[src/pvt_defs.svh]
`ifndef PVT_DEFS_SVH
`define PVT_DEFS_SVH

// ============================================================
// frame geometry
`define PVT_V_ACTIVE_LINES 12'd1920
`define PVT_V_CYCLE 12'd1930
`define PVT_V_DATA_START_MIN 12'd4
`define PVT_H_ACTIVE_PIXELS 11'd1080

// ============================================================
// byte codes carried on the lanes
`define PVT_TOK_VSYNC 8'h01
`define PVT_TOK_HSYNC 8'h21
`define PVT_TOK_PIXELS 8'h3e
`define PVT_TOK_DUTY 8'h51
`define PVT_TOK_STATUS 8'h0a

// ============================================================
// timing
`define PVT_CLK_MHZ 100
`define PVT_TOUCH_SYNC_NS 70
`define PVT_TOUCH_SYNC_CYC ((`PVT_TOUCH_SYNC_NS * `PVT_CLK_MHZ) / 1000)
`define PVT_IDLE_NS 320
`define PVT_IDLE_CYC ((`PVT_IDLE_NS * `PVT_CLK_MHZ) / 1000)
`define PVT_ANSWER_NS 160
`define PVT_ANSWER_CYC ((`PVT_ANSWER_NS * `PVT_CLK_MHZ) / 1000)

// ============================================================
// reset values
`define PVT_DUTY_RESET 8'hff

`endif

[src/pvt_pkg.sv]
package pvt_pkg;

  typedef enum logic [2:0] {
    PVT_ST_IDLE  = 3'b000,
    PVT_ST_TYPE  = 3'b001,
    PVT_ST_PIX   = 3'b010,
    PVT_ST_DUTY  = 3'b011,
    PVT_ST_SKIP  = 3'b100,
    PVT_ST_ANS   = 3'b101
  } pvt_state_t;

endpackage

[src/pvt_fifo.sv]
`timescale 1ns/1ns
module pvt_fifo #(
  parameter int WIDTH = 8,
  parameter int DEPTH = 16
) (
  // clock and reset
  input wire logic clock,
  input wire logic rst,
  // fill side
  input wire logic in_valid,
  output logic in_ready,
  input wire logic [WIDTH-1:0] in_data,
  // drain side
  output logic out_valid,
  input wire logic out_ready,
  output logic [WIDTH-1:0] out_data
);
  localparam int AW = $clog2(DEPTH);

  typedef struct packed {
    logic [DEPTH-1:0][WIDTH-1:0] mem;
    logic [AW:0] wr_ptr;
    logic [AW:0] rd_ptr;
  } pvt_fifo_st_t;

  pvt_fifo_st_t s_q, s_d;
  logic full, empty;

  assign empty = (s_q.wr_ptr == s_q.rd_ptr);
  assign full = (s_q.wr_ptr[AW] != s_q.rd_ptr[AW]) &&
                (s_q.wr_ptr[AW-1:0] == s_q.rd_ptr[AW-1:0]);
  assign in_ready = !full;
  assign out_valid = !empty;
  assign out_data = s_q.mem[s_q.rd_ptr[AW-1:0]];

  always_comb begin
    s_d = s_q;
    if (in_valid && !full) begin
      s_d.mem[s_q.wr_ptr[AW-1:0]] = in_data;
      s_d.wr_ptr = s_q.wr_ptr + 1'b1;
    end
    if (out_ready && !empty) begin
      s_d.rd_ptr = s_q.rd_ptr + 1'b1;
    end
  end

  always_ff @(posedge clock) begin
    if (rst) begin
      s_q <= '0;
    end else begin
      s_q <= s_d;
    end
  end
endmodule

[src/pvt_frame_rx.sv]
`timescale 1ns/1ns
`include "pvt_defs.svh"
// Operation
// - The module drives a tearing-effect output so the host can align frame writes.
// - The module drives a horizontal-scan sync output for an attached touch controller.
// - Data lane zero is two-way on both its lines so the module can answer the host.
// - The module drives a PWM line for its backlight LED driver.
// - Link inputs run host to module and lane zero outputs module to host; the pixel pins face the panel driver.
module pvt_frame_rx
  import pvt_pkg::*;
#(
  parameter int FIFO_DEPTH = 16,
  parameter int V_ACTIVE = 1920,
  parameter int H_ACTIVE = 1080
) (
  // clock and reset
  input wire logic clock,
  input wire logic rst,
  // link pins from host
  input wire logic link_clk_pin,
  input wire logic bidir_lane_pos_in,
  input wire logic bidir_lane_neg_in,
  input wire logic [2:0] lane_in,
  // lane zero drive back to host
  output logic bidir_lane_pos_out,
  output logic bidir_lane_pos_oe,
  output logic bidir_lane_neg_out,
  output logic bidir_lane_neg_oe,
  // pixels towards the panel driver
  output logic [7:0] pix_data,
  output logic pix_valid,
  input wire logic pix_ready,
  // module outputs
  output logic tearing_effect_out,
  output logic touch_line_sync_out,
  output logic backlight_pwm_line,
  // status
  output logic overflow,
  output logic frame_err,
  output logic line_err
);
  typedef struct packed {
    logic lclk_s1;
    logic lclk_s2;
    logic lclk_s3;
    logic [3:0] dat_s1;
    logic [3:0] dat_s2;
    logic phase;
    logic [3:0] nib_lo;
    pvt_state_t st;
    logic [5:0] idle_cnt;
    logic [10:0] pix_cnt;
    logic [11:0] line_cnt;
    logic [11:0] blank_cnt;
    logic seen_vsync;
    logic te;
    logic [3:0] hs_cnt;
    logic [7:0] pwm_cnt;
    logic [7:0] duty;
    logic pwm;
    logic hold_valid;
    logic [7:0] hold_byte;
    logic ovf;
    logic ferr;
    logic lerr;
    logic ans_req;
    logic [4:0] ans_cnt;
    logic ans_bit;
  } pvt_rx_st_t;

  pvt_rx_st_t s_q, s_d;
  logic fifo_in_ready;
  logic lclk_rise;
  logic [7:0] rx_byte;
  logic byte_done;

  // ============================================================
  // link sampling
  assign lclk_rise = s_q.lclk_s2 && !s_q.lclk_s3;
  assign rx_byte = {s_q.dat_s2, s_q.nib_lo};
  assign byte_done = lclk_rise && s_q.phase;

  function automatic logic [11:0] inc12(input logic [11:0] v);
    return v + 12'd1;
  endfunction

  // ============================================================
  // pixel buffer
  pvt_fifo #(
    .WIDTH(8),
    .DEPTH(FIFO_DEPTH)
  ) u_fifo (
    .clock(clock),
    .rst(rst),
    .in_valid(s_q.hold_valid),
    .in_ready(fifo_in_ready),
    .in_data(s_q.hold_byte),
    .out_valid(pix_valid),
    .out_ready(pix_ready),
    .out_data(pix_data)
  );

  // ============================================================
  // next state
  always_comb begin
    s_d = s_q;
    s_d.lclk_s1 = link_clk_pin;
    s_d.lclk_s2 = s_q.lclk_s1;
    s_d.lclk_s3 = s_q.lclk_s2;
    s_d.dat_s1 = {lane_in, bidir_lane_pos_in};
    s_d.dat_s2 = s_q.dat_s1;

    // buffer drain; a new byte may refill the holding slot below
    if (s_q.hold_valid && fifo_in_ready) begin
      s_d.hold_valid = 1'b0;
    end

    // touch sync pulse
    if (s_q.hs_cnt != 4'h0) begin
      s_d.hs_cnt = s_q.hs_cnt - 4'h1;
    end

    // backlight pwm
    s_d.pwm_cnt = s_q.pwm_cnt + 8'h01;
    s_d.pwm = (s_q.duty == 8'hff) || (s_q.pwm_cnt < s_q.duty);

    // idle detection ends a burst
    if (lclk_rise) begin
      s_d.idle_cnt = '0;
      s_d.phase = !s_q.phase;
      s_d.nib_lo = s_q.dat_s2;
    end else if (s_q.idle_cnt != 6'(`PVT_IDLE_CYC)) begin
      s_d.idle_cnt = s_q.idle_cnt + 6'h01;
    end

    unique case (s_q.st)
      PVT_ST_IDLE: begin
        s_d.phase = lclk_rise;
        if (lclk_rise) begin
          s_d.st = PVT_ST_TYPE;
        end
      end
      PVT_ST_TYPE: begin
        if (byte_done) begin
          s_d.st = PVT_ST_SKIP;
          if (rx_byte == `PVT_TOK_VSYNC) begin
            if (s_q.seen_vsync && s_q.line_cnt != 12'(V_ACTIVE)) begin
              s_d.ferr = 1'b1;
            end
            s_d.seen_vsync = 1'b1;
            s_d.line_cnt = '0;
            s_d.blank_cnt = '0;
            s_d.te = 1'b1;
          end else if (rx_byte == `PVT_TOK_HSYNC) begin
            s_d.hs_cnt = 4'(`PVT_TOUCH_SYNC_CYC);
            if (s_q.line_cnt == '0) begin
              s_d.blank_cnt = inc12(s_q.blank_cnt);
            end
          end else if (rx_byte == `PVT_TOK_PIXELS) begin
            s_d.st = PVT_ST_PIX;
            s_d.pix_cnt = '0;
            if (s_q.line_cnt == '0 && s_q.blank_cnt < `PVT_V_DATA_START_MIN) begin
              s_d.ferr = 1'b1;
            end
          end else if (rx_byte == `PVT_TOK_DUTY) begin
            s_d.st = PVT_ST_DUTY;
          end else if (rx_byte == `PVT_TOK_STATUS) begin
            s_d.ans_req = 1'b1;
          end
        end
      end
      PVT_ST_PIX: begin
        if (byte_done) begin
          s_d.te = 1'b0;
          if (s_q.hold_valid && !fifo_in_ready) begin
            s_d.ovf = 1'b1;
          end else begin
            s_d.hold_valid = 1'b1;
            s_d.hold_byte = rx_byte;
          end
          s_d.pix_cnt = s_q.pix_cnt + 11'h001;
          if (s_q.pix_cnt == 11'(H_ACTIVE - 1)) begin
            s_d.line_cnt = inc12(s_q.line_cnt);
            s_d.st = PVT_ST_SKIP;
          end
        end
      end
      PVT_ST_DUTY: begin
        if (byte_done) begin
          s_d.duty = rx_byte;
          s_d.st = PVT_ST_SKIP;
        end
      end
      PVT_ST_SKIP: begin
      end
      PVT_ST_ANS: begin
        s_d.phase = 1'b0;
        s_d.ans_req = 1'b0;
        s_d.ans_cnt = s_q.ans_cnt - 5'h01;
        if (s_q.ans_cnt == 5'h01) begin
          s_d.st = PVT_ST_IDLE;
        end
      end
      default: begin
        s_d.st = PVT_ST_IDLE;
      end
    endcase

    // end of burst: short line check, then any pending answer
    if (s_q.st != PVT_ST_IDLE && s_q.st != PVT_ST_ANS && !lclk_rise &&
        s_q.idle_cnt == 6'(`PVT_IDLE_CYC - 1)) begin
      s_d.phase = 1'b0;
      if (s_q.st == PVT_ST_PIX) begin
        s_d.lerr = 1'b1;
      end
      if (s_d.ans_req) begin
        s_d.st = PVT_ST_ANS;
        s_d.ans_cnt = 5'(`PVT_ANSWER_CYC);
        s_d.ans_bit = s_d.ovf | s_d.ferr | s_d.lerr;
      end else begin
        s_d.st = PVT_ST_IDLE;
      end
    end
  end

  always_ff @(posedge clock) begin
    if (rst) begin
      s_q <= '0;
      s_q.st <= PVT_ST_IDLE;
      s_q.duty <= `PVT_DUTY_RESET;
    end else begin
      s_q <= s_d;
    end
  end

  // ============================================================
  // outputs
  assign bidir_lane_pos_oe = (s_q.st == PVT_ST_ANS);
  assign bidir_lane_neg_oe = (s_q.st == PVT_ST_ANS);
  assign bidir_lane_pos_out = s_q.ans_bit;
  assign bidir_lane_neg_out = !s_q.ans_bit;
  assign tearing_effect_out = s_q.te;
  assign touch_line_sync_out = (s_q.hs_cnt != 4'h0);
  assign backlight_pwm_line = s_q.pwm;
  assign overflow = s_q.ovf;
  assign frame_err = s_q.ferr;
  assign line_err = s_q.lerr;
endmodule

[config.mk]
export PLATFORM = sky130hd
export DESIGN_NAME = pvt_frame_rx
export DESIGN_NICKNAME = d
export VERILOG_FILES = /design/src/pvt_pkg.sv /design/src/pvt_fifo.sv /design/src/pvt_frame_rx.sv
export VERILOG_INCLUDE_DIRS = /design/src /design/src/src
export SDC_FILE = /design/constraint.sdc
export NUM_CORES = 1
export LEC_CHECK = 0
export BUFFER_PORTS_ARGS = -buffer_cell sky130_fd_sc_hd__buf_4
export CAP_MARGIN = 40
export CORE_ASPECT_RATIO = 0.75
export CORE_MARGIN = 2
export CORE_UTILIZATION = 50
export CTS_CLUSTER_DIAMETER = 30
export CTS_CLUSTER_SIZE = 10
export DETAILED_ROUTE_END_ITERATION = 7
export GPL_TIMING_DRIVEN = 0
export PLACE_DENSITY_LB_ADDON = 0.3
export SLEW_MARGIN = 15
export SYNTH_ARGS = -nofsm -noshare
export SYNTH_HDL_FRONTEND = slang
export SYNTH_SLANG_ARGS = --single-unit
[constraint.sdc]
create_clock -name clock -period 3.7 [get_ports clock]
set_input_delay 0.555 -clock clock [delete_from_list [all_inputs] [get_ports clock]]
set_output_delay 0.555 -clock clock [all_outputs]
set_load 0.01 [all_outputs]
# Word-level counts from Yosys, hierarchy flattened
# Cells that the tools add are included.
[totals]
regBits = 240
output_inout_bits = 19
elab_cells = 195
[classes]
n_addsub = 9
n_lt_le_gt_ge = 5
n_eq_ne = 34
muxes = 62
n_bitwise = 3
n_reduce_logical = 38
[op_table]
columns = ["op", "n"]
rows = [
  ["128-bit bitwise mux", 1],
  ["12-bit 2-to-1 mux", 5],
  ["23-bit case mux with 2 select lines", 1],
  ["41-bit 2-to-1 mux", 1],
  ["3-bit 2-to-1 mux", 12],
  ["11-bit 2-to-1 mux", 3],
  ["8-bit binary-select mux with 4-bit select", 1],
  ["8-bit demux with 4-bit select", 1],
  ["12-bit by 1-bit adder with 12-bit output (second input constant)", 2],
  ["23-bit 2-to-1 mux", 1],
  ["10-bit 2-to-1 mux", 2],
  ["1-bit 2-to-1 mux", 18],
  ["3-bit inequality test (second input constant)", 6],
  ["3-bit case mux with 6 select lines", 1],
  ["8-bit by 6-bit equality test with 1-bit output (second input constant)", 2],
  ["4-bit 2-to-1 mux", 4],
  ["8-bit 2-to-1 mux", 2],
  ["2-bit inequality test (second input constant)", 8],
  ["1-bit logical AND", 12],
  ["12-bit logical NOT", 1],
  ["12-bit by 3-bit less-than comparator with 1-bit output (second input constant)", 1],
  ["6-bit 2-to-1 mux", 2],
  ["12-bit by 11-bit inequality test with 1-bit output (second input constant)", 1],
  ["11-bit by 1-bit adder with 11-bit output (second input constant)", 1],
  ["other kinds (42)", 62],
]

# Depth between registers and ports, before layout
[depth]
word_depth = 12
depth_mapped = 8
ltp_nobuf = 8

# Modules after synthesis
# From an unflattened synthesis, not the netlist that was laid out.
[unflattened]
hier_cells = 1153
area_unflattened_um2 = 11247.0
[modules_own_cells]
columns = ["module", "n_inst", "cells_each", "area_each_um2", "seq_area_each_um2"]
rows = [
  ["pvt_fifo", 1, 608, 6463.7, 2762.6],
  ["pvt_frame_rx", 1, 545, 4783.3, 2042.0],
]

# Least setup slack after synthesis
# No wires, ideal clock.
[synth_timing]
path_type = "reg2out"
startpoint = "reg u_fifo.s_q[1] in the netlist's numbering"
endpoint = "out pix_data[5]"
t_arrival_ns = 1.965
setup_slack_ns = 1.180
stages_incl_launch_ff = 6
n_path_buf = 3
path_cell_list = "dfxtp_1 -> buf_2 -> buf_2 -> buf_1 -> mux4_2 -> mux4_2"
[synth_via]
elab_chain_cells = 2
[synth_lines]
columns = ["item", "line_no", "source"]
rows = [
  ["start: declaration", "pvt_fifo.sv:26", "pvt_fifo_st_t s_q, s_d;"],
  ["start signal: assignment", "pvt_fifo.sv:49", "s_q <= '0;"],
  ["start signal: assignment", "pvt_fifo.sv:51", "s_q <= s_d;"],
  ["8-bit binary-select mux with 4-bit select", "pvt_fifo.sv:34", "assign out_data = s_q.mem[s_q.rd_ptr[AW-1:0]];"],
  ["8-bit 2-to-1 mux (not written as such)", "pvt_fifo.sv:34", ""],
  ["end: declaration", "pvt_frame_rx.sv:30", "output logic [7:0] pix_data,"],
]
# Every way passes these cells. The select of a mux whose other input is x is not followed.

# Worst setup path after layout
[layout_timing]
startpoint = "reg u_fifo.s_q[1] in the netlist's numbering"
endpoint = "out pix_data[2]"
# Same word-level chain as after synthesis.

==> flow_metrics.py <==
metrics = {
    "yosys": {
        "synthCells": 1063,
        "synth_flop_cell": "dfxtp_1",
        "synth_top_area_cell": "dfxtp_1",
        "synth_cell_types": 65,
        "synth-async-reset-ratio_pct": 0,
        "synth_edf_count": 0,
        "ys_seq_area_share_pct": 44.4,
        "syn_nets": 1094,
        "synth_area_leaders": "dfxtp_1 (44%), mux2i_1 (13%), mux4_2 (8.3%), nor2_1 (7.8%), xor2_1 (2.8%)",
        "netlist.area_leader.share_pct": 44.4,
        "synth_common_cells": "dfxtp_1 (240), nor2_1 (225), mux2i_1 (138), clkbuf_1 (45), mux4_2 (40)",
        "yosysWarnings": 0,
        "ys_seq_elements": 240,
        "synth_area_um2": 10800,
        "avgSynthCellArea_um2": 10.2,
        "synth.most_common_cell": "dfxtp_1",
    },
    "clock_network": {
        "root_buffer": "clkbuf_16",
        "cts_resized": 2,
        "clk_latency_ns": 0.52,
        "htreeDepth": 2,
        "numCtsBuffers": 41,
        "cts_tree": "done",
        "post_cts_buffers": 0,
        "clock-sinks": 240,
        "cts_buffer_depth": 3,
        "clkTransAtPathRegs_ns": 0.05,
        "cts_hold_buf": 0,
    },
    "hold_path": {
        "hold_path.class": "in -> reg",
    },
    "place": {
        "routabilityCongestion": 0.822,
        "hpwl_um": 17500,
        "io_buffers": 26,
    },
    "sta": {
        "fin_skew_ns": 0.0323,
        "tns_ns": 0,
        "worst_pin_slew_ns": 0.831,
        "rsz0062_at_grt": "no",
        "period_share_pct": 95.0,
        "finalSetupViolCount": 0,
        "slew_viol_final": 0,
        "maxSlewHeadroom_pct": 44.6,
        "period_needed_ns": 3.52,
        "holdWs_ns": 0.257,
        "max_freq_mhz": 284,
        "finalHoldViolations": 0,
    },
    "critical_path": {
        "start_kind": "register",
        "crit_type": "reg -> out",
        "crit_family": "buffers and inverters",
        "cp-end-kind": "output pin",
        "cpMostUsedCell": "buf_2",
        "cpPeakStageDelay_ns": 0.49,
        "slowest_stage": "mux4_2",
        "cp.arrival_ns": 2.96,
        "critical_path_buf_inv_count": 4,
        "worstPathMaxFanout": 10,
        "worstPathCellList": "buf_2, buf_2, buf_2, mux4_2, mux4_2, buf_4",
        "required_ns": 3.14,
    },
    "pwr": {
        "ir_worst_vdd_mv": 0.303,
        "finalPower_mw": 6.71,
        "p_per_area_nw_per_um2": 525,
        "p_leak_nw": 5.80,
    },
    "drt": {
        "drc": 0,
        "wl_um": 25500,
        "wire_per_inst_um": 17.6,
        "drtPass1Iterations": 5,
        "drtIter0Drc": 700,
        "via_per_inst": 5.58,
        "vias": 8091,
        "drtAntennaViolNets": 0,
    },
    "final_layout": {
        "num-fill-cells": 1806,
        "drive_gt1_share_pct": 16.6,
        "fin_util_pct": 60.4,
        "insertedDiodeCount": 0,
        "area_growth_pct": 18.3,
        "nets": 1165,
    },
    "global_route": {
        "gr-total-overflow": 0,
        "grt_pass1_wl_um": 41500,
        "grt_max_degree": 11,
        "grt_pass1_vias": 7544,
        "grt_usage_pct": 22.7,
        "antenna_found_initial": 0,
    },
    "die": {
        "rows": 46,
        "die_w_um": 174,
        "die_y_um": 131,
        "start_util_pct": 51.0,
        "design.die.area_um2": 22800,
        "core_area_um2": 21200,
        "io_pins": 28,
    },
    "flow_run": {
        "max_cap_viol_count": 0,
    },
    "status": {
        "status": "complete, no violations",
    },
}
[path summary, 6_finish.rpt]
path | start | end | slack, ns | depth (start not counted)
setup / recovery | u_fifo.s_q[1] | pix_data[2] | 0.18 | 6
hold / removal | link_clk_pin | s_d[100] | 0.26 | 2
setup reg to reg | u_fifo.s_q[1] | u_fifo.s_q[96] | 1.28 | 8
hold reg to reg | s_d[93] | rx_byte[6] | 0.43 | 1
[final cells by class]
type / instances / area [um2] / area share (%)
Tap cell: 288 / 360 / 2.82
Clock inverter: 19 / 260 / 2.04
Sequential cell: 240 / 4800 / 37.6
Inverter: 26 / 97.6 / 0.763
Timing Repair Buffer: 28 / 211 / 1.65
Clock buffer: 51 / 1140 / 8.94
Multi-Input combinational cell: 729 / 5610 / 43.9
Buffer: 68 / 302 / 2.36
[sequential cells by signal (all words and copies together), names as in the netlist]
name / cells
backlight_pwm_line: 1
bidir_lane_pos_out: 1
frame_err: 1
line_err: 1
overflow: 1
rx_byte: 8
s_d: 6
s_q: 82
tearing_effect_out: 1
u_fifo.s_q: 138
[power by group]
group | leakage [nW] | switching (mW) | internal (mW)
logic | 3.17 | 0.131 | 0.0924
clock network | 0.690 | 1.25 | 2.59
registers | 1.94 | 0.0258 | 2.62
total | 5.80 | 1.41 | 5.30
[metal layers]
| metal | GRT usage, % | up-vias | routed length (um) |
|---|---|---|---|
| met5 | 0 | - | 0 |
| met4 | 5.37 | 0 | 412 |
| met3 | 5.61 | 38 | 1790 |
| met2 | 32.7 | 262 | 10800 |
| met1 | 33.9 | 3932 | 12500 |
| li1 | - | 3859 | - |
[logic make-up (layout without fill, tap and decap cells)]
logic type                 count (synthesis)  count (layout)  share of synthesized area (%)
buffers and inverters                     94             192                           3.66
AOI/OAI and AO/OA                         61              61                           4.03
adders and majority gates                 22              22                           2.55
xor gates and xnor gates                  59              59                           4.78
DFF                                      240             240                           44.4
muxes                                    178             178                           21.1
and+or+nand+nor                          409             409                           19.4
[worst reg2reg max path, cell delays in order, from the launching register on]
cell	delay (ns)
dfxtp_1	0.32
buf_2	0.31
xor2_1	0.13
nor4_2	0.45
a21boi_1	0.19
buf_2	0.24
nand3_2	0.31
mux2i_1	0.26
nor2_1	0.06
[cell usage in the layout, fill, tap and decap left out, types with 13 or more instances in the layout]
master	synthesis	layout
mux2i_1	138	138
buf_4	3	29
clkbuf_1	45	46
mux4_2	40	40
nand4_1	13	13
clkbuf_16	0	41
buf_2	13	15
ha_1	22	22
nand2_1	27	27
a21oi_1	21	21
nor2_1	225	225
nand3_1	21	21
xor2_1	35	35
dfxtp_1	240	240
nor3_1	14	14
nor2b_1	22	22
inv_1	25	25
xnor2_1	24	24
[metrics by stage]
stage	worst slack, ns	instances	cell area [um2]
floorplan	1.18	1063	10800
global placement	0.466	1377	11400
detailed placement	0.454	1378	11400
CTS	0.0728	1448	12800
global route	0.0931	1449	12800
finish	0.183	1449	12800
Power figures use the tool's default switching activity.
